`src/inc/bcc_pkg.sv`:
```
// Package of constants and types for the battery charge cycle state machine
`default_nettype none
package bcc_pkg;
  // Charge phase codes shown on the phase screen
  typedef enum logic [1:0] {
    BCC_BOOST    = 2'b00,
    BCC_EQUALISE = 2'b01,
    BCC_ABSORB   = 2'b10,
    BCC_FLOAT    = 2'b11
  } bcc_phase_type;
  // Display screens
  typedef enum logic [1:0] {
    BCC_SCR_BATTERY = 2'b00,
    BCC_SCR_PHASE   = 2'b01
  } bcc_screen_type;
  // What the display value field holds
  localparam logic [1:0] BCC_SHOW_VOLTAGE = 2'h0;
  localparam logic [1:0] BCC_SHOW_TIMER   = 2'h1;
  localparam int         VOLT_W           = 12;
  localparam int         MIN_W            = 13;
  localparam int         DAY_W            = 8;
  localparam int         HOUR_W           = 5;
  localparam logic [MIN_W-1:0] CEIL_MINUTES   = 13'h0003;
  localparam logic [MIN_W-1:0] RETURN_MINUTES = 13'h000A;
  localparam int               EQ_LIMIT_DAYS  = 4;
  localparam logic [MIN_W-1:0] MIN_PER_DAY    = 13'h05A0;
  localparam logic [MIN_W-1:0] EQ_LIMIT_MIN   = 13'h1680;
  localparam logic [HOUR_W-1:0] EQ_START_HOUR = 5'h09;
  localparam logic [MIN_W-1:0] TIMER_ZERO     = 13'h0000;
  localparam logic [MIN_W-1:0] TIMER_ONE      = 13'h0001;
  localparam logic [DAY_W-1:0] DAY_ZERO       = 8'h00;
  localparam logic [DAY_W-1:0] DAY_ONE        = 8'h01;
  localparam logic [VOLT_W-1:0] VOLT_ZERO     = 12'h000;
  localparam logic [VOLT_W-1:0] VOLT_ONE      = 12'h001;
endpackage
`default_nettype wire

```
`src/logic/bcc_charge_fsm.sv`:
```
// Battery charge cycle state machine with phase display and thermal derating
`timescale 1ns/1ps
`default_nettype none
module bcc_charge_fsm #(
  parameter int VOLT_W = bcc_pkg::VOLT_W,
  parameter int MIN_W  = bcc_pkg::MIN_W,
  parameter int DAY_W  = bcc_pkg::DAY_W
) (
  // Clock and reset
  input  wire logic                        CORE_CLK_I,
  input  wire logic                        SRST_I,
  // Timebase pulses and time of day
  input  wire logic                        MINUTE_TICK_I,
  input  wire logic                        DAY_TICK_I,
  input  wire logic [bcc_pkg::HOUR_W-1:0]  HOUR_I,
  // Measurements
  input  wire logic [VOLT_W-1:0]           BATTERY_VOLTAGE_I,
  input  wire logic                        OVER_TEMP_I,
  // Settings
  input  wire logic [VOLT_W-1:0]           BOOST_CEILING_VOLTAGE_I,
  input  wire logic [VOLT_W-1:0]           BOOST_RETURN_VOLTAGE_I,
  input  wire logic [DAY_W-1:0]            BOOST_INTERVAL_DAYS_I,
  input  wire logic [VOLT_W-1:0]           EQUALISE_VOLTAGE_I,
  input  wire logic [MIN_W-1:0]            EQUALISE_DURATION_I,
  input  wire logic [DAY_W-1:0]            EQUALISE_INTERVAL_DAYS_I,
  input  wire logic [VOLT_W-1:0]           ABSORPTION_VOLTAGE_I,
  input  wire logic [MIN_W-1:0]            ABSORPTION_DURATION_I,
  input  wire logic [VOLT_W-1:0]           SWITCHING_MARGIN_I,
  input  wire logic [VOLT_W-1:0]           FLOAT_VOLTAGE_TARGET_I,
  // Debounced button events, one-cycle pulses
  input  wire logic                        SHORT_PUSH_I,
  input  wire logic                        LONG_PUSH_I,
  // Charge control and display
  output logic                             CHARGE_ON_O,
  output logic                             CURRENT_REDUCE_O,
  output logic [1:0]                       PHASE_O,
  output logic [1:0]                       SCREEN_O,
  output logic [1:0]                       SHOW_KIND_O,
  output logic [MIN_W-1:0]                 SHOW_VALUE_O
);

  bcc_pkg::bcc_phase_type  phase_r,  phase_nxt;
  bcc_pkg::bcc_screen_type screen_r, screen_nxt;
  logic [MIN_W-1:0] ceil_cnt_r, ceil_cnt_nxt;
  logic [MIN_W-1:0] ret_cnt_r,  ret_cnt_nxt;
  logic [MIN_W-1:0] ph_tmr_r,   ph_tmr_nxt;
  logic [MIN_W-1:0] eq_age_r,   eq_age_nxt;
  logic [DAY_W-1:0] boost_day_r, boost_day_nxt;
  logic [DAY_W-1:0] eq_day_r,    eq_day_nxt;
  logic             eq_due_r,    eq_due_nxt;
  logic             eq_reached_r, eq_reached_nxt;
  logic             charge_r, charge_nxt;
  logic             reduce_r;
  logic [1:0]       kind_r;
  logic [MIN_W-1:0] value_r;

  // Level comparisons
  wire at_ceiling  = BATTERY_VOLTAGE_I >= BOOST_CEILING_VOLTAGE_I;
  wire below_ret   = BATTERY_VOLTAGE_I <  BOOST_RETURN_VOLTAGE_I;
  wire [VOLT_W-1:0] abs_floor = (ABSORPTION_VOLTAGE_I > SWITCHING_MARGIN_I) ?
                                (ABSORPTION_VOLTAGE_I - SWITCHING_MARGIN_I) : bcc_pkg::VOLT_ZERO;
  wire abs_holding = BATTERY_VOLTAGE_I > abs_floor;
  wire eq_at_volt  = BATTERY_VOLTAGE_I >= EQUALISE_VOLTAGE_I;
  // Floor clamped at zero so a large margin cannot wrap the threshold high
  wire [VOLT_W-1:0] eq_floor = (EQUALISE_VOLTAGE_I > SWITCHING_MARGIN_I) ?
                               (EQUALISE_VOLTAGE_I - SWITCHING_MARGIN_I) : bcc_pkg::VOLT_ZERO;
  wire eq_holding  = eq_reached_r && (BATTERY_VOLTAGE_I > eq_floor);
  wire eq_enabled  = EQUALISE_DURATION_I != bcc_pkg::TIMER_ZERO;
  wire abs_enabled = ABSORPTION_DURATION_I != bcc_pkg::TIMER_ZERO;

  // Qualification events
  wire ceil_done   = ceil_cnt_r >= bcc_pkg::CEIL_MINUTES;
  wire ret_done    = ret_cnt_r  >  bcc_pkg::RETURN_MINUTES;
  wire boost_due   = (BOOST_INTERVAL_DAYS_I != bcc_pkg::DAY_ZERO) && (boost_day_r >= BOOST_INTERVAL_DAYS_I);
  wire eq_start    = eq_due_r && eq_enabled && (HOUR_I == bcc_pkg::EQ_START_HOUR);
  wire eq_timeout  = eq_age_r >= bcc_pkg::EQ_LIMIT_MIN;
  wire eq_done     = (phase_r == bcc_pkg::BCC_EQUALISE) && (ph_tmr_r >= EQUALISE_DURATION_I);
  wire abs_done    = (phase_r == bcc_pkg::BCC_ABSORB) && (ph_tmr_r >= ABSORPTION_DURATION_I);
  wire manual_adv  = LONG_PUSH_I && (screen_r == bcc_pkg::BCC_SCR_PHASE);

  // Phase that follows boost, skipping disabled timed phases
  wire bcc_pkg::bcc_phase_type after_boost =
    (eq_due_r && eq_enabled) ? bcc_pkg::BCC_EQUALISE :
    abs_enabled ? bcc_pkg::BCC_ABSORB : bcc_pkg::BCC_FLOAT;
  wire bcc_pkg::bcc_phase_type after_eq = abs_enabled ? bcc_pkg::BCC_ABSORB : bcc_pkg::BCC_FLOAT;

  always_comb begin
    phase_nxt = phase_r;
    case (phase_r)
      bcc_pkg::BCC_BOOST: begin
        if (manual_adv || ceil_done) begin
          phase_nxt = after_boost;
        end
      end
      bcc_pkg::BCC_EQUALISE: begin
        if (manual_adv || eq_done || eq_timeout) begin
          phase_nxt = after_eq;
        end
      end
      bcc_pkg::BCC_ABSORB: begin
        if (manual_adv || abs_done) begin
          phase_nxt = bcc_pkg::BCC_FLOAT;
        end
      end
      default: begin
        if (manual_adv) begin
          phase_nxt = bcc_pkg::BCC_BOOST;
        end
      end
    endcase
    // Low voltage and interval returns only act outside boost
    if (phase_r != bcc_pkg::BCC_BOOST && !manual_adv && (ret_done || boost_due)) begin
      phase_nxt = bcc_pkg::BCC_BOOST;
    end
    // Scheduled equalise interrupts float at the start hour
    if (phase_r == bcc_pkg::BCC_FLOAT && !manual_adv && !ret_done && !boost_due && eq_start) begin
      phase_nxt = bcc_pkg::BCC_EQUALISE;
    end
  end

  wire phase_change = phase_nxt != phase_r;

  always_comb begin
    ceil_cnt_nxt = ceil_cnt_r;
    ret_cnt_nxt  = ret_cnt_r;
    ph_tmr_nxt   = ph_tmr_r;
    eq_age_nxt   = eq_age_r;
    if (phase_r != bcc_pkg::BCC_BOOST || !at_ceiling || phase_change) begin
      ceil_cnt_nxt = bcc_pkg::TIMER_ZERO;
    end else if (MINUTE_TICK_I && !ceil_done) begin
      ceil_cnt_nxt = ceil_cnt_r + bcc_pkg::TIMER_ONE;
    end
    if (!below_ret || phase_change || phase_r == bcc_pkg::BCC_BOOST) begin
      ret_cnt_nxt = bcc_pkg::TIMER_ZERO;
    end else if (MINUTE_TICK_I && !ret_done) begin
      ret_cnt_nxt = ret_cnt_r + bcc_pkg::TIMER_ONE;
    end
    // Phase timer holds while voltage sags, so a cloudy spell does not restart it
    if (phase_change) begin
      ph_tmr_nxt = bcc_pkg::TIMER_ZERO;
    end else if (MINUTE_TICK_I && phase_r == bcc_pkg::BCC_ABSORB && abs_holding) begin
      ph_tmr_nxt = ph_tmr_r + bcc_pkg::TIMER_ONE;
    end else if (MINUTE_TICK_I && phase_r == bcc_pkg::BCC_EQUALISE && eq_holding) begin
      ph_tmr_nxt = ph_tmr_r + bcc_pkg::TIMER_ONE;
    end
    if (phase_change || phase_r != bcc_pkg::BCC_EQUALISE) begin
      eq_age_nxt = bcc_pkg::TIMER_ZERO;
    end else if (MINUTE_TICK_I && !eq_timeout) begin
      eq_age_nxt = eq_age_r + bcc_pkg::TIMER_ONE;
    end
  end

  always_comb begin
    boost_day_nxt  = boost_day_r;
    eq_day_nxt     = eq_day_r;
    eq_due_nxt     = eq_due_r;
    eq_reached_nxt = eq_reached_r;
    if (phase_change && phase_nxt == bcc_pkg::BCC_BOOST) begin
      boost_day_nxt = bcc_pkg::DAY_ZERO;
    end else if (DAY_TICK_I && !boost_due) begin
      boost_day_nxt = boost_day_r + bcc_pkg::DAY_ONE;
    end
    // The due flag is set on the interval day; setting wins over clearing
    if (DAY_TICK_I && eq_enabled && (eq_day_r + bcc_pkg::DAY_ONE >= EQUALISE_INTERVAL_DAYS_I)) begin
      eq_day_nxt = bcc_pkg::DAY_ZERO;
      eq_due_nxt = 1'b1;
    end else begin
      if (DAY_TICK_I) begin
        eq_day_nxt = eq_day_r + bcc_pkg::DAY_ONE;
      end
      if (phase_change && phase_r == bcc_pkg::BCC_EQUALISE) begin
        eq_due_nxt = 1'b0;
      end
      if (!eq_enabled) begin
        eq_due_nxt = 1'b0;
      end
    end
    if (phase_r != bcc_pkg::BCC_EQUALISE || phase_change) begin
      eq_reached_nxt = 1'b0;
    end else if (eq_at_volt) begin
      eq_reached_nxt = 1'b1;
    end
  end

  // Charge switch: held on in boost, bang-bang regulation toward the phase target in the other phases
  always_comb begin
    case (phase_r)
      bcc_pkg::BCC_BOOST:    charge_nxt = 1'b1;
      bcc_pkg::BCC_EQUALISE: charge_nxt = BATTERY_VOLTAGE_I < EQUALISE_VOLTAGE_I;
      bcc_pkg::BCC_ABSORB:   charge_nxt = BATTERY_VOLTAGE_I < ABSORPTION_VOLTAGE_I;
      default:               charge_nxt = BATTERY_VOLTAGE_I < FLOAT_VOLTAGE_TARGET_I;
    endcase
  end

  // Screen selection
  always_comb begin
    screen_nxt = screen_r;
    if (screen_r == bcc_pkg::BCC_SCR_BATTERY && LONG_PUSH_I) begin
      screen_nxt = bcc_pkg::BCC_SCR_PHASE;
    end else if (screen_r == bcc_pkg::BCC_SCR_PHASE && SHORT_PUSH_I) begin
      screen_nxt = bcc_pkg::BCC_SCR_BATTERY;
    end
  end

  wire timed_phase = phase_r == bcc_pkg::BCC_EQUALISE || phase_r == bcc_pkg::BCC_ABSORB;
  wire [MIN_W-1:0] volt_wide = MIN_W'(BATTERY_VOLTAGE_I);
  wire [1:0] kind_nxt = (screen_r == bcc_pkg::BCC_SCR_PHASE && timed_phase) ?
                        bcc_pkg::BCC_SHOW_TIMER : bcc_pkg::BCC_SHOW_VOLTAGE;
  wire [MIN_W-1:0] value_nxt = (kind_nxt == bcc_pkg::BCC_SHOW_TIMER) ? ph_tmr_r : volt_wide;

  always_ff @(posedge CORE_CLK_I) begin
    if (SRST_I) begin
      phase_r      <= bcc_pkg::BCC_BOOST;
      screen_r     <= bcc_pkg::BCC_SCR_BATTERY;
      ceil_cnt_r   <= bcc_pkg::TIMER_ZERO;
      ret_cnt_r    <= bcc_pkg::TIMER_ZERO;
      ph_tmr_r     <= bcc_pkg::TIMER_ZERO;
      eq_age_r     <= bcc_pkg::TIMER_ZERO;
      boost_day_r  <= bcc_pkg::DAY_ZERO;
      eq_day_r     <= bcc_pkg::DAY_ZERO;
      eq_due_r     <= 1'b0;
      eq_reached_r <= 1'b0;
      charge_r     <= 1'b0;
      reduce_r     <= 1'b0;
      kind_r       <= bcc_pkg::BCC_SHOW_VOLTAGE;
      value_r      <= bcc_pkg::TIMER_ZERO;
    end else begin
      phase_r      <= phase_nxt;
      screen_r     <= screen_nxt;
      ceil_cnt_r   <= ceil_cnt_nxt;
      ret_cnt_r    <= ret_cnt_nxt;
      ph_tmr_r     <= ph_tmr_nxt;
      eq_age_r     <= eq_age_nxt;
      boost_day_r  <= boost_day_nxt;
      eq_day_r     <= eq_day_nxt;
      eq_due_r     <= eq_due_nxt;
      eq_reached_r <= eq_reached_nxt;
      charge_r     <= charge_nxt;
      reduce_r     <= OVER_TEMP_I;
      kind_r       <= kind_nxt;
      value_r      <= value_nxt;
    end
  end

  assign CHARGE_ON_O      = charge_r;
  assign CURRENT_REDUCE_O = reduce_r;
  assign PHASE_O          = phase_r;
  assign SCREEN_O         = screen_r;
  assign SHOW_KIND_O      = kind_r;
  assign SHOW_VALUE_O     = value_r;

  a_ceiling_advance: assert property (@(posedge CORE_CLK_I) disable iff (SRST_I)
    (phase_r == bcc_pkg::BCC_BOOST && ceil_done) |=> (phase_r != bcc_pkg::BCC_BOOST))
    else $error("boost did not leave after ceiling time");
  a_return_boost: assert property (@(posedge CORE_CLK_I) disable iff (SRST_I)
    (phase_r != bcc_pkg::BCC_BOOST && ret_done && !manual_adv) |=> (phase_r == bcc_pkg::BCC_BOOST))
    else $error("low voltage did not return to boost");
  a_ceil_clear: assert property (@(posedge CORE_CLK_I) disable iff (SRST_I)
    (!at_ceiling) |=> (ceil_cnt_r == bcc_pkg::TIMER_ZERO))
    else $error("ceiling timer kept count after voltage dropped");
  a_eq_skip: assert property (@(posedge CORE_CLK_I) disable iff (SRST_I)
    (!eq_enabled && phase_r != bcc_pkg::BCC_EQUALISE) |=> (phase_r != bcc_pkg::BCC_EQUALISE))
    else $error("equalise entered with zero duration");
  a_abs_hold: assert property (@(posedge CORE_CLK_I) disable iff (SRST_I)
    (phase_r == bcc_pkg::BCC_ABSORB && !abs_holding && !phase_change) |=> $stable(ph_tmr_r))
    else $error("absorption timer moved while voltage low");
  a_eq_limit: assert property (@(posedge CORE_CLK_I) disable iff (SRST_I)
    (phase_r == bcc_pkg::BCC_EQUALISE && eq_timeout && !manual_adv && !ret_done && !boost_due)
    |=> (phase_r == after_eq))
    else $error("equalise not ended at time limit");
  a_boost_charge: assert property (@(posedge CORE_CLK_I) disable iff (SRST_I)
    (phase_r == bcc_pkg::BCC_BOOST) |=> CHARGE_ON_O)
    else $error("charge switch off in boost");
  a_short_return: assert property (@(posedge CORE_CLK_I) disable iff (SRST_I)
    (screen_r == bcc_pkg::BCC_SCR_PHASE && SHORT_PUSH_I && !LONG_PUSH_I && !ret_done && !boost_due && !eq_start
     && !ceil_done && !eq_done && !abs_done && !eq_timeout)
    |=> (screen_r == bcc_pkg::BCC_SCR_BATTERY && $stable(phase_r)))
    else $error("short push changed phase or kept screen");
  a_show_timer: assert property (@(posedge CORE_CLK_I) disable iff (SRST_I)
    (screen_r == bcc_pkg::BCC_SCR_PHASE && timed_phase) |=> (SHOW_KIND_O == bcc_pkg::BCC_SHOW_TIMER))
    else $error("timed phase not showing timer");
  c_to_absorb: cover property (@(posedge CORE_CLK_I) disable iff (SRST_I)
    phase_r == bcc_pkg::BCC_BOOST ##1 phase_r == bcc_pkg::BCC_ABSORB);
  c_to_equalise: cover property (@(posedge CORE_CLK_I) disable iff (SRST_I)
    phase_r == bcc_pkg::BCC_FLOAT ##1 phase_r == bcc_pkg::BCC_EQUALISE);
  c_manual: cover property (@(posedge CORE_CLK_I) disable iff (SRST_I) manual_adv);
  c_return: cover property (@(posedge CORE_CLK_I) disable iff (SRST_I)
    phase_r == bcc_pkg::BCC_FLOAT ##1 phase_r == bcc_pkg::BCC_BOOST);

endmodule
`default_nettype wire

```
`config.mk`:
```
export PLATFORM = sky130hd
export DESIGN_NAME = bcc_charge_fsm
export DESIGN_NICKNAME = d
export VERILOG_FILES = /design/src/inc/bcc_pkg.sv /design/src/logic/bcc_charge_fsm.sv
export SDC_FILE = /design/constraint.sdc
export NUM_CORES = 1
export LEC_CHECK = 0
export ABC_AREA = 1
export ABC_CLOCK_PERIOD_IN_PS = 4000
export CELL_PAD_IN_SITES_DETAIL_PLACEMENT = 0
export CELL_PAD_IN_SITES_GLOBAL_PLACEMENT = 1
export CORE_MARGIN = 8
export CORE_UTILIZATION = 40
export DETAILED_ROUTE_END_ITERATION = 10
export DONT_BUFFER_PORTS = 1
export PLACE_DENSITY_LB_ADDON = 0.3
export SYNTH_ARGS = -nofsm -noshare
export SYNTH_HDL_FRONTEND = slang
export SYNTH_SLANG_ARGS = --single-unit
```
`constraint.sdc`:
```
create_clock -name CORE_CLK_I -period 4 [get_ports CORE_CLK_I]
set_input_delay 0.8 -clock CORE_CLK_I [delete_from_list [all_inputs] [get_ports CORE_CLK_I]]
set_output_delay 0.8 -clock CORE_CLK_I [all_outputs]
set_load 0.02 [all_outputs]
```
==> results of run 1 <==
layer usage:
metal / track usage (%) / share of wire (%)
met2: 29.4 / 47
met3: 5.99 / 7.5
met5: 0 / 0.063
met4: 2.93 / 0.79
met1: 20.6 / 45
cell type report:
class / instances / share of cell area, %
repair buffers: 55 / 4.38
clock buffers: 9 / 2.37
clock inverters: 7 / 0.671
flip-flops and latches: 89 / 18.7
inverters: 241 / 9.64
multi-input cells: 838 / 60.6
well taps: 270 / 3.55
where the power goes:
part	switching [mW]	internal [mW]	leakage, nW
logic	0.685	0.415	3.76
clock network	0.384	0.433	0.140
registers	0.0727	0.936	0.723
total	1.14	1.78	4.63
worst max-delay path, cell delays in order:
cell and delay, ps:
sky130_fd_sc_hd__clkinvlp_4 130, sky130_fd_sc_hd__ha_4 280, sky130_fd_sc_hd__nand2_4 70, sky130_fd_sc_hd__o21ai_2 70, sky130_fd_sc_hd__a21oi_2 170, sky130_fd_sc_hd__or2_4 140, sky130_fd_sc_hd__nand2_1 50, sky130_fd_sc_hd__a21oi_1 150
sky130_fd_sc_hd__inv_1 70, sky130_fd_sc_hd__nand2_1 60, sky130_fd_sc_hd__inv_1 40, sky130_fd_sc_hd__or2_4 230, sky130_fd_sc_hd__a21oi_4 150, sky130_fd_sc_hd__o21ai_1 90, sky130_fd_sc_hd__ha_1 310, sky130_fd_sc_hd__nand4_1 130
sky130_fd_sc_hd__nor2_2 150, sky130_fd_sc_hd__nand2_1 60, sky130_fd_sc_hd__o211ai_1 110, sky130_fd_sc_hd__o2111ai_2 160, sky130_fd_sc_hd__nand2_2 160, sky130_fd_sc_hd__nand3_2 100, sky130_fd_sc_hd__nor2_4 180, sky130_fd_sc_hd__nand3_2 80
sky130_fd_sc_hd__nand2_2 90, sky130_fd_sc_hd__a21oi_2 50
worst paths after layout:
check	from	end	slack [ps]	depth (start not counted)
max	SWITCHING_MARGIN_I[1]	ph_tmr_r[11]$_SDFFE_PP0P_	140	26
min	ceil_cnt_r[5]$_SDFFE_PP0P_	ceil_cnt_r[5]$_SDFFE_PP0P_	440	2
max reg2reg	PHASE_O[0]$_SDFF_PP0_	ret_cnt_r[0]$_SDFFE_PP0P_	1150	11
min reg2reg	ceil_cnt_r[5]$_SDFFE_PP0P_	ceil_cnt_r[5]$_SDFFE_PP0P_	440	2
stage by stage:
stage	setup WS (ps)	power, mW	setup TNS, ps
floorplan	16.2	1.83	0
global placement	-285	2.08	-2900
detailed placement	-348	2.09	-3730
CTS	11.8	2.91	0
global route	-75.8	3.16	-274
finish	138	2.93	0
kinds of logic after synthesis:
group / Yosys count
compound gates: 204
other cells: 1
buf+inv: 257
xor+xnor: 31
fa+ha+maj: 163
simple gates: 436
flops: 89
mux: 2
timing repair:
| item | in CTS | in global routing |
|---|---|---|
| endpoints found under the setup margin | 0 | 13 |
| gates resized for setup | 0 | 60 |
| setup buffers | 0 | 3 |
cells in the mapped netlist (all sizes together), types with 2 or more instances:
cell type / n
inv: 241
a21o: 6
o31ai: 4
nand3: 58
xor2: 23
nand3b: 3
nor2: 90
a21oi: 111
clkbuf: 9
ha: 161
nand2: 176
nor4: 6
fa: 2
o211ai: 3
o21ai: 49
nor3: 44
xnor2: 8
nand4: 33
o21a: 5
a31oi: 3
or2: 15
dfxtp: 89
buf: 7
a41oi: 2
a211oi: 10
o311ai: 2
o21bai: 3
nor3b: 9
a21boi: 3
sequential cells by signal (all words and copies together) (netlist names), 2 cells and up:
signal and count:
PHASE_O 2, SHOW_VALUE_O 13, boost_day_r 8, ceil_cnt_r 13, eq_age_r 13, eq_day_r 8, ph_tmr_r 13, ret_cnt_r 13
==> results summary, run 1 <==
The leading cell type in the layout, fill and taps excluded is sky130_fd_sc_hd__inv_1. The worst setup path is of the primary input to flop kind. The first-pass iteration count of the detailed router is 6. The number of global-route vias before repair is 7383. Of all flip-flops after synthesis, the portion carrying an async set or reset was 0%.

The area growth from synthesis to layout is 14.2%. The number of standard cells in the layout, taps in and fillers out is 1509. The clock-pin slew reported for the worst setup and hold paths after clock tree synthesis came out at 70 ps. By area the synthesized netlist is led by sky130_fd_sc_hd__ha_1, sky130_fd_sc_hd__dfxtp_1, sky130_fd_sc_hd__inv_1, sky130_fd_sc_hd__nand2_1, sky130_fd_sc_hd__a21oi_1. The H-tree level count is 3. After filler insertion, the fill cell instance count of the layout stands at 2154. The total of buffers placed on input and output ports came out at 0. The total overflow left after global routing is 0. The arrival time of the worst setup path is 4080 ps. The average wire length per cell after detail routing came out at 14.7 µm. The final critical-path required period is 3860 ps. The floorplan step defined a die boundary enclosing 0.0257 mm². For this run, the leading register cell type out of synthesis is sky130_fd_sc_hd__dfxtp_1. The post-synthesis mux area share is 0.256%. The count of flip-flops with a built-in enable after synthesis is 0. The final worst-path cycle share is 96.6%. During synthesis, Yosys emitted a total of 0 warnings. The number of design rule violations left after detail routing is 0.

The synthesized-area fraction occupied by ao, oa, aoi and oai cells came out at 13.7%. The max-slew violation total from the final report was 0. The via density per instance is 4.95.

The global-route wire length before repair is 36.4 mm. The worst clock skew on the final layout is 8.49 ps. The library cells used most frequently in the layout, excluding fill and tap cells, are sky130_fd_sc_hd__inv_1, sky130_fd_sc_hd__nand2_1, sky130_fd_sc_hd__ha_1. The clock insertion delay at the later pin of the skew report came out at 350 ps.

After detailed placement, the design holds a cell count of 1490. The mean area per synthesized cell is 7.03 µm². The final estimated routing congestion in global placement is 0.852. Entering global routing, the biggest net connects 41 pins.

The synthesized area came out at 0.00832 mm². The post-route antenna net violation count is 0. The post-route core utilization is 46.8%.

The total number of placement rows is 52. The clock buffer count from CTS came out at 9. The sequential cells in the finished layout cover a total of 0.00178 mm². The fmax is 259 MHz.

The required time of the critical path came out at 4220 ps. The cell at the root of the clock tree is sky130_fd_sc_hd__clkbuf_16. The cell count after synthesis is 1183. The sequential-to-total area share from yosys stat came out at 21.4%. The largest total area in the synthesized netlist belongs to sky130_fd_sc_hd__ha_1. The measured slew at the worst slew-check pin came out at 588 ps.

Along the worst path, the maximum fanout reaches 5. The wire-length estimate of the detail-placed layout is 18.5 mm. The final net count is 1535.

The synthesized-area fraction occupied by xor and xnor cells is 3.26%. The diode insertion count for antenna repair is 0. The worst vdd rail ir drop came out at 0.219 mV.

After the first detailed-routing iteration, the DRC count stood at 289. Summing over every cut layer, the via total after detailed routing is 7464. The number of antenna violations at the first check in global routing is 1. The worst hold path belongs to the class flop to flop. The run finished with clean final reports. Counting along the longest clock path gives a buffer depth of 2. The number of sinks driven by the clock tree came out at 89. The netlist uses 49 different library cells.

The number of ports placed on the die boundary came out at 159. The dominant combinational cell family by area after synthesis is adder cells. The footprint of the multi-input gates came out at 0.00576 mm². The starting utilization of the core area came out at 41.0%. The post-route worst hold slack is 443 ps.

The final routed wirelength across all metal layers is 22.2 mm. The floorplan die height came out at 160 µm. The total power divided by cell area is 308 mW/mm².

TritonCTS built the clock tree. The number of hold violations in the final report is 0. The arithmetic-cell share of the synthesized area counting full adders, half adders and majority gates came out at 24.7%. The share of cells above drive strength 1 came out at 12.0%.

The finished cells cover 0.00950 mm². STA classifies the critical path endpoint as a flop. The number of hold buffers added after CTS came out at 0. The max-cap violation count is 0.

Summing the areas of all and, or, nand and nor instances in the mapped netlist gives 24.6% of the synthesized area. The leakage power is 4.63 nW. STA classifies the critical path startpoint as a primary input. The area of the placeable core came out at 0.0203 mm². The count of state elements after synthesis came out at 89. The count of endpoints failing setup in the final report is 0.

Setup repair after global routing could not meet its margin everywhere. The worst pin sits at a relative slew slack of 60.4%. Once placement finished, the instance area stood at 0.00896 mm². The aggregate global-route resource usage is 17.2%. The die boundary width is 160 µm. The area fraction of the dominant cell type after synthesis came out at 24.2%.
Power figures use the tool's default switching activity.
==> run 2, diff against run 1 <==
--- a/config.mk
+++ b/config.mk
@@ -11,9 +11,10 @@
 export CELL_PAD_IN_SITES_GLOBAL_PLACEMENT = 1
 export CORE_MARGIN = 8
 export CORE_UTILIZATION = 40
+export CTS_BUF_LIST = sky130_fd_sc_hd__clkbuf_4 sky130_fd_sc_hd__clkbuf_8 sky130_fd_sc_hd__clkbuf_16
 export DETAILED_ROUTE_END_ITERATION = 10
 export DONT_BUFFER_PORTS = 1
-export PLACE_DENSITY_LB_ADDON = 0.3
+export PLACE_DENSITY_LB_ADDON = 0.1
 export SYNTH_ARGS = -nofsm -noshare
 export SYNTH_HDL_FRONTEND = slang
 export SYNTH_SLANG_ARGS = --single-unit
==> run 2 against run 1 <==
- cell count is 0.40% lower
- sequential share of layout area is 0.13 points higher
- die area stayed put
- utilization is 0.33 points lower
- clock power is 14% higher
- maximum frequency is 0.96% higher
- critical path depth stayed put
- largest power group unchanged
==> results summary, run 2 (same netlist as run 1, synthesis figures left out) <==
Status: finished clean (unchanged). The total of fill cells in the finished design came out at 2159 (was 2154). The remaining global-route overflow came out at 0 (unchanged). The worst min-delay path class is flop to flop (unchanged).

The peak fanout along the critical path is 6 (was 5). The average wire length per cell after detail routing is 15.0 µm (was 14.7 µm). The first-pass iteration count of the detailed router is 4 (was 6). The post-route antenna net violation count came out at 0 (unchanged).

The global-route wire length before repair is 36.5 mm (was 36.4 mm). The category of the most critical setup path is primary input to flop (unchanged). The arrival time of the worst setup path came out at 4040 ps (was 4080 ps).

The TritonCTS clock tree is yes (unchanged). The clock insertion delay at the later pin of the skew report is 350 ps (about the same). The required time of the critical path is 4210 ps (was 4220 ps). The number of hold violations in the final report is 0 (unchanged).

The die boundary width came out at 160 µm (unchanged). The leakage power came out at 4.62 nW (was 4.63 nW). The total of buffers placed on input and output ports is 0 (unchanged). The share of cells above drive strength 1 is 10.6% (was 12.0%). Setup repair after global routing missed its margin: true (unchanged). The final design area excluding fillers is 0.00944 mm² (was 0.00950 mm²). The number of hold buffers added after CTS is 0 (unchanged). The area of the placeable core is 0.0203 mm² (unchanged).

The number of standard cells in the layout, taps in and fillers out was 1503 (was 1509). The final critical-path required period is 3830 ps (was 3860 ps). The post-place instance area came out at 0.00893 mm² (was 0.00896 mm²). The number of design-rule violations left by the first detailed-router iteration was 272 (was 289). The max-cap violation count is 0 (unchanged).

The final estimated routing congestion in global placement came out at 0.850 (was 0.852). The floorplan die height came out at 160 µm (unchanged). The library cell contributing the largest single delay on the critical path was sky130_fd_sc_hd__ha_1 (unchanged). The post-route core utilization is 46.5% (was 46.8%).

The number of global-route vias before repair is 7460 (was 7383). The leading cell type in the layout, fill and taps excluded is sky130_fd_sc_hd__inv_1 (unchanged). The maximum count of clock buffers along a single path was 2 (unchanged). The placed cell count came to 1486 (was 1490).

The worst clock skew on the final layout came out at 6.45 ps (was 8.49 ps). The placed wire-length estimate after detailed placement was 18.8 mm (was 18.5 mm). The number of ports placed on the die boundary is 159 (unchanged). The H-tree level count is 3 (unchanged). The final routed wirelength across all metal layers is 22.5 mm (was 22.2 mm). The fmax is 261 MHz (was 259 MHz). The post-route worst setup slack is 174 ps (was 138 ps). The final worst-path cycle share is 95.6% (was 96.6%). The via count is 7449 (was 7464). The clock-pin slew reported for the worst setup and hold paths after clock tree synthesis came out at 60 ps (was 70 ps).

The area of the die came out at 0.0257 mm² (unchanged). The diode insertion count for antenna repair came to 0 (unchanged). The pin count of the biggest net entering global routing is 41 (unchanged).

The number of design rule violations left after detail routing is 0 (unchanged). The cell at the root of the clock tree is sky130_fd_sc_hd__clkbuf_16 (unchanged). The layout overhead on the synthesized area is 13.4% (was 14.2%). The clock buffer count from CTS is 9 (unchanged).

The starting utilization of the core area came out at 41.0% (unchanged). The worst setup slack after placement came out at -408 ps (was -348 ps). The final net count is 1530 (was 1535). The count of endpoints failing setup in the final report came out at 0 (unchanged). The delay of the slowest cell on the worst path is 310 ps (about the same). The aggregate global-route resource usage came out at 17.3% (was 17.2%). The type of element launching the critical path was a primary input (unchanged). The worst vdd rail ir drop came out at 0.201 mV (was 0.219 mV). The category of cells accounting for the largest share of critical-path delay is simple AND/OR/NAND/NOR gates (unchanged). The count of buffer and inverter cells on the critical path is 3 (unchanged). The number of sinks driven by the clock tree came out at 89 (unchanged). The total power divided by cell area is 321 mW/mm² (was 308 mW/mm²). The total number of placement rows was 52 (unchanged). The category of the worst setup path capture point is a flop (unchanged). The measured slew at the worst slew-check pin came to 647 ps (was 588 ps). The max-slew violation total from the final report is 0 (unchanged). The worst relative slew slack is 56.4% (was 60.4%). Commonest cells after routing, fill and taps aside: sky130_fd_sc_hd__inv_1, sky130_fd_sc_hd__nand2_1, sky130_fd_sc_hd__ha_1 (unchanged).

The via density per instance came out at 4.96 (was 4.95). The number of antenna violations at the first check in global routing came out at 0 (was 1).
==> run 2: changes by cell type in the layout (fill, tap and decap cells not counted), sizes merged <==
cell | previous run | this run
clkinvlp | 4 | 2
bufinv | 0 | 2
clkinv | 3 | 0
clkbuf | 9 | 11
buf | 55 | 50
==> run 2: stage by stage <==
| stage | total power, mW | TNS [ps] | hold slack (ps) |
|---|---|---|---|
| 3_5_place_dp | 2.09 | -4310 | 432 |
| 4_1_cts | 3.04 | 0 | 443 |
| 6_report | 3.03 | 0 | 441 |
| 5_1_grt | 3.25 | -655 | 462 |
| 2_1_floorplan | 1.83 | 0 | 422 |
| 3_3_place_gp | 2.09 | -3560 | 429 |
==> run 2: repair_timing <==
action,4_1_cts,5_1_grt
resized for setup,2,38
setup buffers,0,2
pin swaps,0,14
endpoints found under the setup margin,7,13
==> run 2: layout make-up <==
cell class	instances	area [µm²]	share of cell area (%)
clock buffers	11	246	2.61
clock inverters	4	76.3	0.809
inverters	241	908	9.63
multi-input cells	838	5710	60.5
flip-flops and latches	89	1780	18.9
well taps	270	338	3.58
repair buffers	50	375	3.98
==> run 2: metal layers <==
metal  track usage [%]  part of all wire (%)  vias to the layer above  routed length, µm
met4              4.80                   1.7                        0                379
met1              20.5                    46                     3284              10300
met2              29.4                    46                      140              10300
met3              5.50                   6.8                       22               1530
met5                 0                     0                        -                  0
li1                  -                     -                     4003                  -
==> run 2: path summary, 6_finish.rpt <==
kind                                from                          end  slack, ps  cells past startpoint
max                SWITCHING_MARGIN_I[2]    ph_tmr_r[11]$_SDFFE_PP0P_        170                     26
min          ceil_cnt_r[10]$_SDFFE_PP0P_  ceil_cnt_r[10]$_SDFFE_PP0P_        440                      2
max reg2reg        PHASE_O[0]$_SDFF_PP0_     eq_age_r[6]$_SDFFE_PP0P_       1190                     11
min reg2reg  ceil_cnt_r[10]$_SDFFE_PP0P_  ceil_cnt_r[10]$_SDFFE_PP0P_        440                      2
==> run 2: power by group <==
group	switching (mW)	total, mW	internal [mW]
Sequential	0.0901	1.03	0.937
Clock	0.360	0.930	0.570
Combinational	0.665	1.07	0.403
Total	1.11	3.03	1.91
==> run 2: worst min-delay path, cell delays in order, from the launching register on <==
cell                      delay [ps]
sky130_fd_sc_hd__dfxtp_1         300
sky130_fd_sc_hd__inv_1            60
sky130_fd_sc_hd__nor3_1           50
==> run 3, diff against run 2 <==
--- a/config.mk
+++ b/config.mk
@@ -10,7 +10,7 @@
 export CELL_PAD_IN_SITES_DETAIL_PLACEMENT = 0
 export CELL_PAD_IN_SITES_GLOBAL_PLACEMENT = 1
 export CORE_MARGIN = 8
-export CORE_UTILIZATION = 40
+export CORE_UTILIZATION = 42
 export CTS_BUF_LIST = sky130_fd_sc_hd__clkbuf_4 sky130_fd_sc_hd__clkbuf_8 sky130_fd_sc_hd__clkbuf_16
 export DETAILED_ROUTE_END_ITERATION = 10
 export DONT_BUFFER_PORTS = 1
==> run 3 against run 2 <==
- cell count grew 0.80%
- routed wire length grew 1.2%
- maximum frequency shrank 0.76%
- via count grew 0.68%
- global-route usage grew 0.96 points
- flip-flop and latch count is the same
- critical endpoint is now ph_tmr_r[5]$_SDFFE_PP0P_
- largest cell class unchanged
- highest routed layer unchanged
==> results summary, run 3 (same netlist as run 1, synthesis figures left out) <==
The number of antenna violations at the first check in global routing came out at 0 (unchanged). Setup repair after global routing missed its margin: true (unchanged). The reg-to-reg setup timing slack came out at 1200 ps (was 1190 ps). The switching power is 1.16 mW (was 1.11 mW). The total number of placement rows came out at 51 (was 52).

The final worst-path cycle share came out at 96.4% (was 95.6%). The remaining global-route overflow is 0 (unchanged). The total of fill cells in the finished design is 2025 (was 2159). Commonest cells after routing, fill and taps aside: sky130_fd_sc_hd__inv_1, sky130_fd_sc_hd__nand2_1, sky130_fd_sc_hd__ha_1 (unchanged). The share of cells above drive strength 1 came out at 12.2% (was 10.6%). The number of design-rule violations left by the first detailed-router iteration is 348 (was 272). The total of buffers placed on input and output ports was 0 (unchanged). The final critical-path required period is 3860 ps (was 3830 ps). The delay of the slowest cell on the worst path is 310 ps (about the same).

The count of buffer and inverter cells on the critical path is 7 (was 3). The first-pass iteration count of the detailed router is 5 (was 4). The category of cells accounting for the largest share of critical-path delay is simple AND/OR/NAND/NOR gates (unchanged). The leading cell type in the layout, fill and taps excluded is sky130_fd_sc_hd__inv_1 (unchanged).

The final routed wirelength across all metal layers came to 22.7 mm (was 22.5 mm). The number of ports placed on the die boundary is 159 (unchanged). The cell at the root of the clock tree is sky130_fd_sc_hd__clkbuf_16 (unchanged). The combinational fraction of design power is 37.1% (was 35.3%).

Status: finished clean (unchanged). The beginning of the worst register-to-register path is PHASE_O[0]$_SDFF_PP0_ (unchanged). The measured slew at the worst slew-check pin is 858 ps (was 647 ps). The layout overhead on the synthesized area is 14.8% (was 13.4%). The die boundary width is 157 µm (was 160 µm). The total power divided by cell area is 309 mW/mm² (was 321 mW/mm²). The pin count of the biggest net entering global routing was 41 (unchanged).

The area of the die was 0.0246 mm² (was 0.0257 mm²). The cell-internal power came out at 1.80 mW (was 1.91 mW). The worst clock skew on the final layout came out at 10.5 ps (was 6.45 ps).

The library cell contributing the largest single delay on the critical path was sky130_fd_sc_hd__ha_1 (unchanged). The global-route wire length before repair came to 35.9 mm (was 36.5 mm). The final net count came out at 1546 (was 1530). The number of sinks driven by the clock tree is 89 (unchanged). The number of stages on the worst setup path is 25 (was 26). The clock buffer count from CTS came out at 9 (unchanged). The maximum count of clock buffers along a single path is 2 (unchanged).

The number of design rule violations left after detail routing came out at 0 (unchanged). The area of the placeable core is 0.0195 mm² (was 0.0203 mm²). The area taken by flip-flops and latches is 0.00178 mm² (unchanged). The starting utilization of the core area was 42.7% (was 41.0%).

The critical path capture point is ph_tmr_r[5]$_SDFFE_PP0P_ (was ph_tmr_r[11]$_SDFFE_PP0P_). The via count came out at 7500 (was 7449). The worst setup path startpoint is SWITCHING_MARGIN_I[2] (unchanged). The worst-case reg-to-reg path depth came out at 11 (unchanged). The max-cap violation count is 0 (unchanged). The type of element launching the critical path was a primary input (unchanged). The leakage power is 4.67 nW (was 4.62 nW). The fmax is 259 MHz (was 261 MHz). The required time of the critical path came out at 4220 ps (was 4210 ps).

The post-route core utilization came out at 49.1% (was 46.5%). The endpoint of the lowest-slack register-to-register path was eq_age_r[12]$_SDFFE_PP0P_ (was eq_age_r[6]$_SDFFE_PP0P_). The footprint of the multi-input gates is 0.00574 mm² (was 0.00571 mm²).

The H-tree level count came out at 3 (unchanged). The count of endpoints failing setup in the final report is 0 (unchanged). The average wire length per cell after detail routing is 15.0 µm (about the same).

The worst relative slew slack came out at 42.3% (was 56.4%). The part of the power in registers is 34.8% (was 33.9%). The via density per instance came out at 4.95 (was 4.96). The post-route total power was 2.95 mW (was 3.03 mW). The post-place instance area came out at 0.00898 mm² (was 0.00893 mm²). The peak fanout along the critical path is 6 (unchanged). The switching fraction of total power is 39.2% (was 36.9%). The aggregate global-route resource usage came out at 18.3% (was 17.3%). The diode insertion count for antenna repair came out at 0 (unchanged). The placed wire-length estimate after detailed placement came to 18.7 mm (was 18.8 mm). The worst vdd rail ir drop is 0.278 mV (was 0.201 mV). The arrival time of the worst setup path came out at 4080 ps (was 4040 ps).

The category of the most critical setup path is primary input to flop (unchanged). The post-route worst hold slack was 442 ps (was 441 ps). The clock insertion delay at the later pin of the skew report came out at 350 ps (about the same).

The floorplan die height is 157 µm (was 160 µm). The clock-pin slew reported for the worst setup and hold paths after clock tree synthesis is 70 ps (was 60 ps). The final estimated routing congestion in global placement is 0.854 (was 0.850). The max-slew violation total from the final report came out at 0 (unchanged). The post-route antenna net violation count is 0 (unchanged). The number of global-route vias before repair is 7281 (was 7460). The worst min-delay path class is flop to flop (unchanged). The TritonCTS clock tree is yes (unchanged). The part of the power in the clock network is 28.0% (was 30.7%). The category of the worst setup path capture point is a flop (unchanged).

The cell that appears most often on the critical path is sky130_fd_sc_hd__buf_4. The number of hold violations in the final report came out at 0 (unchanged). The final design area excluding fillers is 0.00955 mm² (was 0.00944 mm²).
==> run 3: how the worst min path moves through the flow <==
stage                     slack [ps]                       start                    endpoint  depth (start not counted)
after floorplan                  420   ret_cnt_r[9]$_SDFFE_PP0P_   ret_cnt_r[9]$_SDFFE_PP0P_                          2
after global placement           430  ceil_cnt_r[8]$_SDFFE_PP0P_  ceil_cnt_r[8]$_SDFFE_PP0P_                          2
after detailed placement         430  ceil_cnt_r[8]$_SDFFE_PP0P_  ceil_cnt_r[8]$_SDFFE_PP0P_                          2
after CTS                        440  ceil_cnt_r[8]$_SDFFE_PP0P_  ceil_cnt_r[8]$_SDFFE_PP0P_                          2
after global routing             460  ceil_cnt_r[8]$_SDFFE_PP0P_  ceil_cnt_r[8]$_SDFFE_PP0P_                          2
final                            440  ceil_cnt_r[5]$_SDFFE_PP0P_  ceil_cnt_r[5]$_SDFFE_PP0P_                          2
==> run 3: layout make-up <==
| class | count | area share [%] |
|---|---|---|
| Clock buffer | 9 | 2.36 |
| Clock inverter | 7 | 0.616 |
| Inverter | 241 | 9.59 |
| Multi-Input combinational cell | 838 | 60.1 |
| Sequential cell | 89 | 18.7 |
| Tap cell | 265 | 3.47 |
| Timing Repair Buffer | 66 | 5.19 |
==> run 3: per-stage QoR <==
| step | TNS [ps] | std cells | worst slack [ps] |
|---|---|---|---|
| 5_1_grt | -946 | 1515 | -165 |
| 4_1_cts | 0 | 1505 | 10.2 |
| 3_3_place_gp | -3490 | 1489 | -340 |
| 2_1_floorplan | 0 | 1184 | 16.2 |
| 6_report | 0 | 1515 | 145 |
| 3_5_place_dp | -4220 | 1489 | -407 |
==> run 3: tightest hold or removal path, stage by stage (launching register included) <==
cell and delay (ps):
sky130_fd_sc_hd__dfxtp_1 300, sky130_fd_sc_hd__inv_1 60, sky130_fd_sc_hd__nor3_1 50
==> run 3: routing by layer <==
metal / wire [µm] / track usage, %
met1: 10600 / 22.8
met2: 10300 / 30.7
met3: 1460 / 4.77
met4: 323 / 4.35
met5: 0 / 0
==> run 3: repair_timing <==
action / CTS / global route
pin swaps: 0 / 23
cloned: 0 / 0
gates resized for setup: 1 / 52
hold buffers: 0 / 0
setup buffers: 0 / 10
setup endpoints to repair: 5 / 13
hold endpoints to repair: 0 / 0
==> run 3: power by group through the flow <==
stage / clock (mW) / sequential, mW / combinational [mW]
CTS: 0.854 / 1.03 / 1.05
floorplan: 0 / 1.03 / 0.804
global route: 0.884 / 1.04 / 1.25
detailed placement: 0 / 1.05 / 1.05
finish: 0.828 / 1.03 / 1.10
global placement: 0 / 1.05 / 1.04
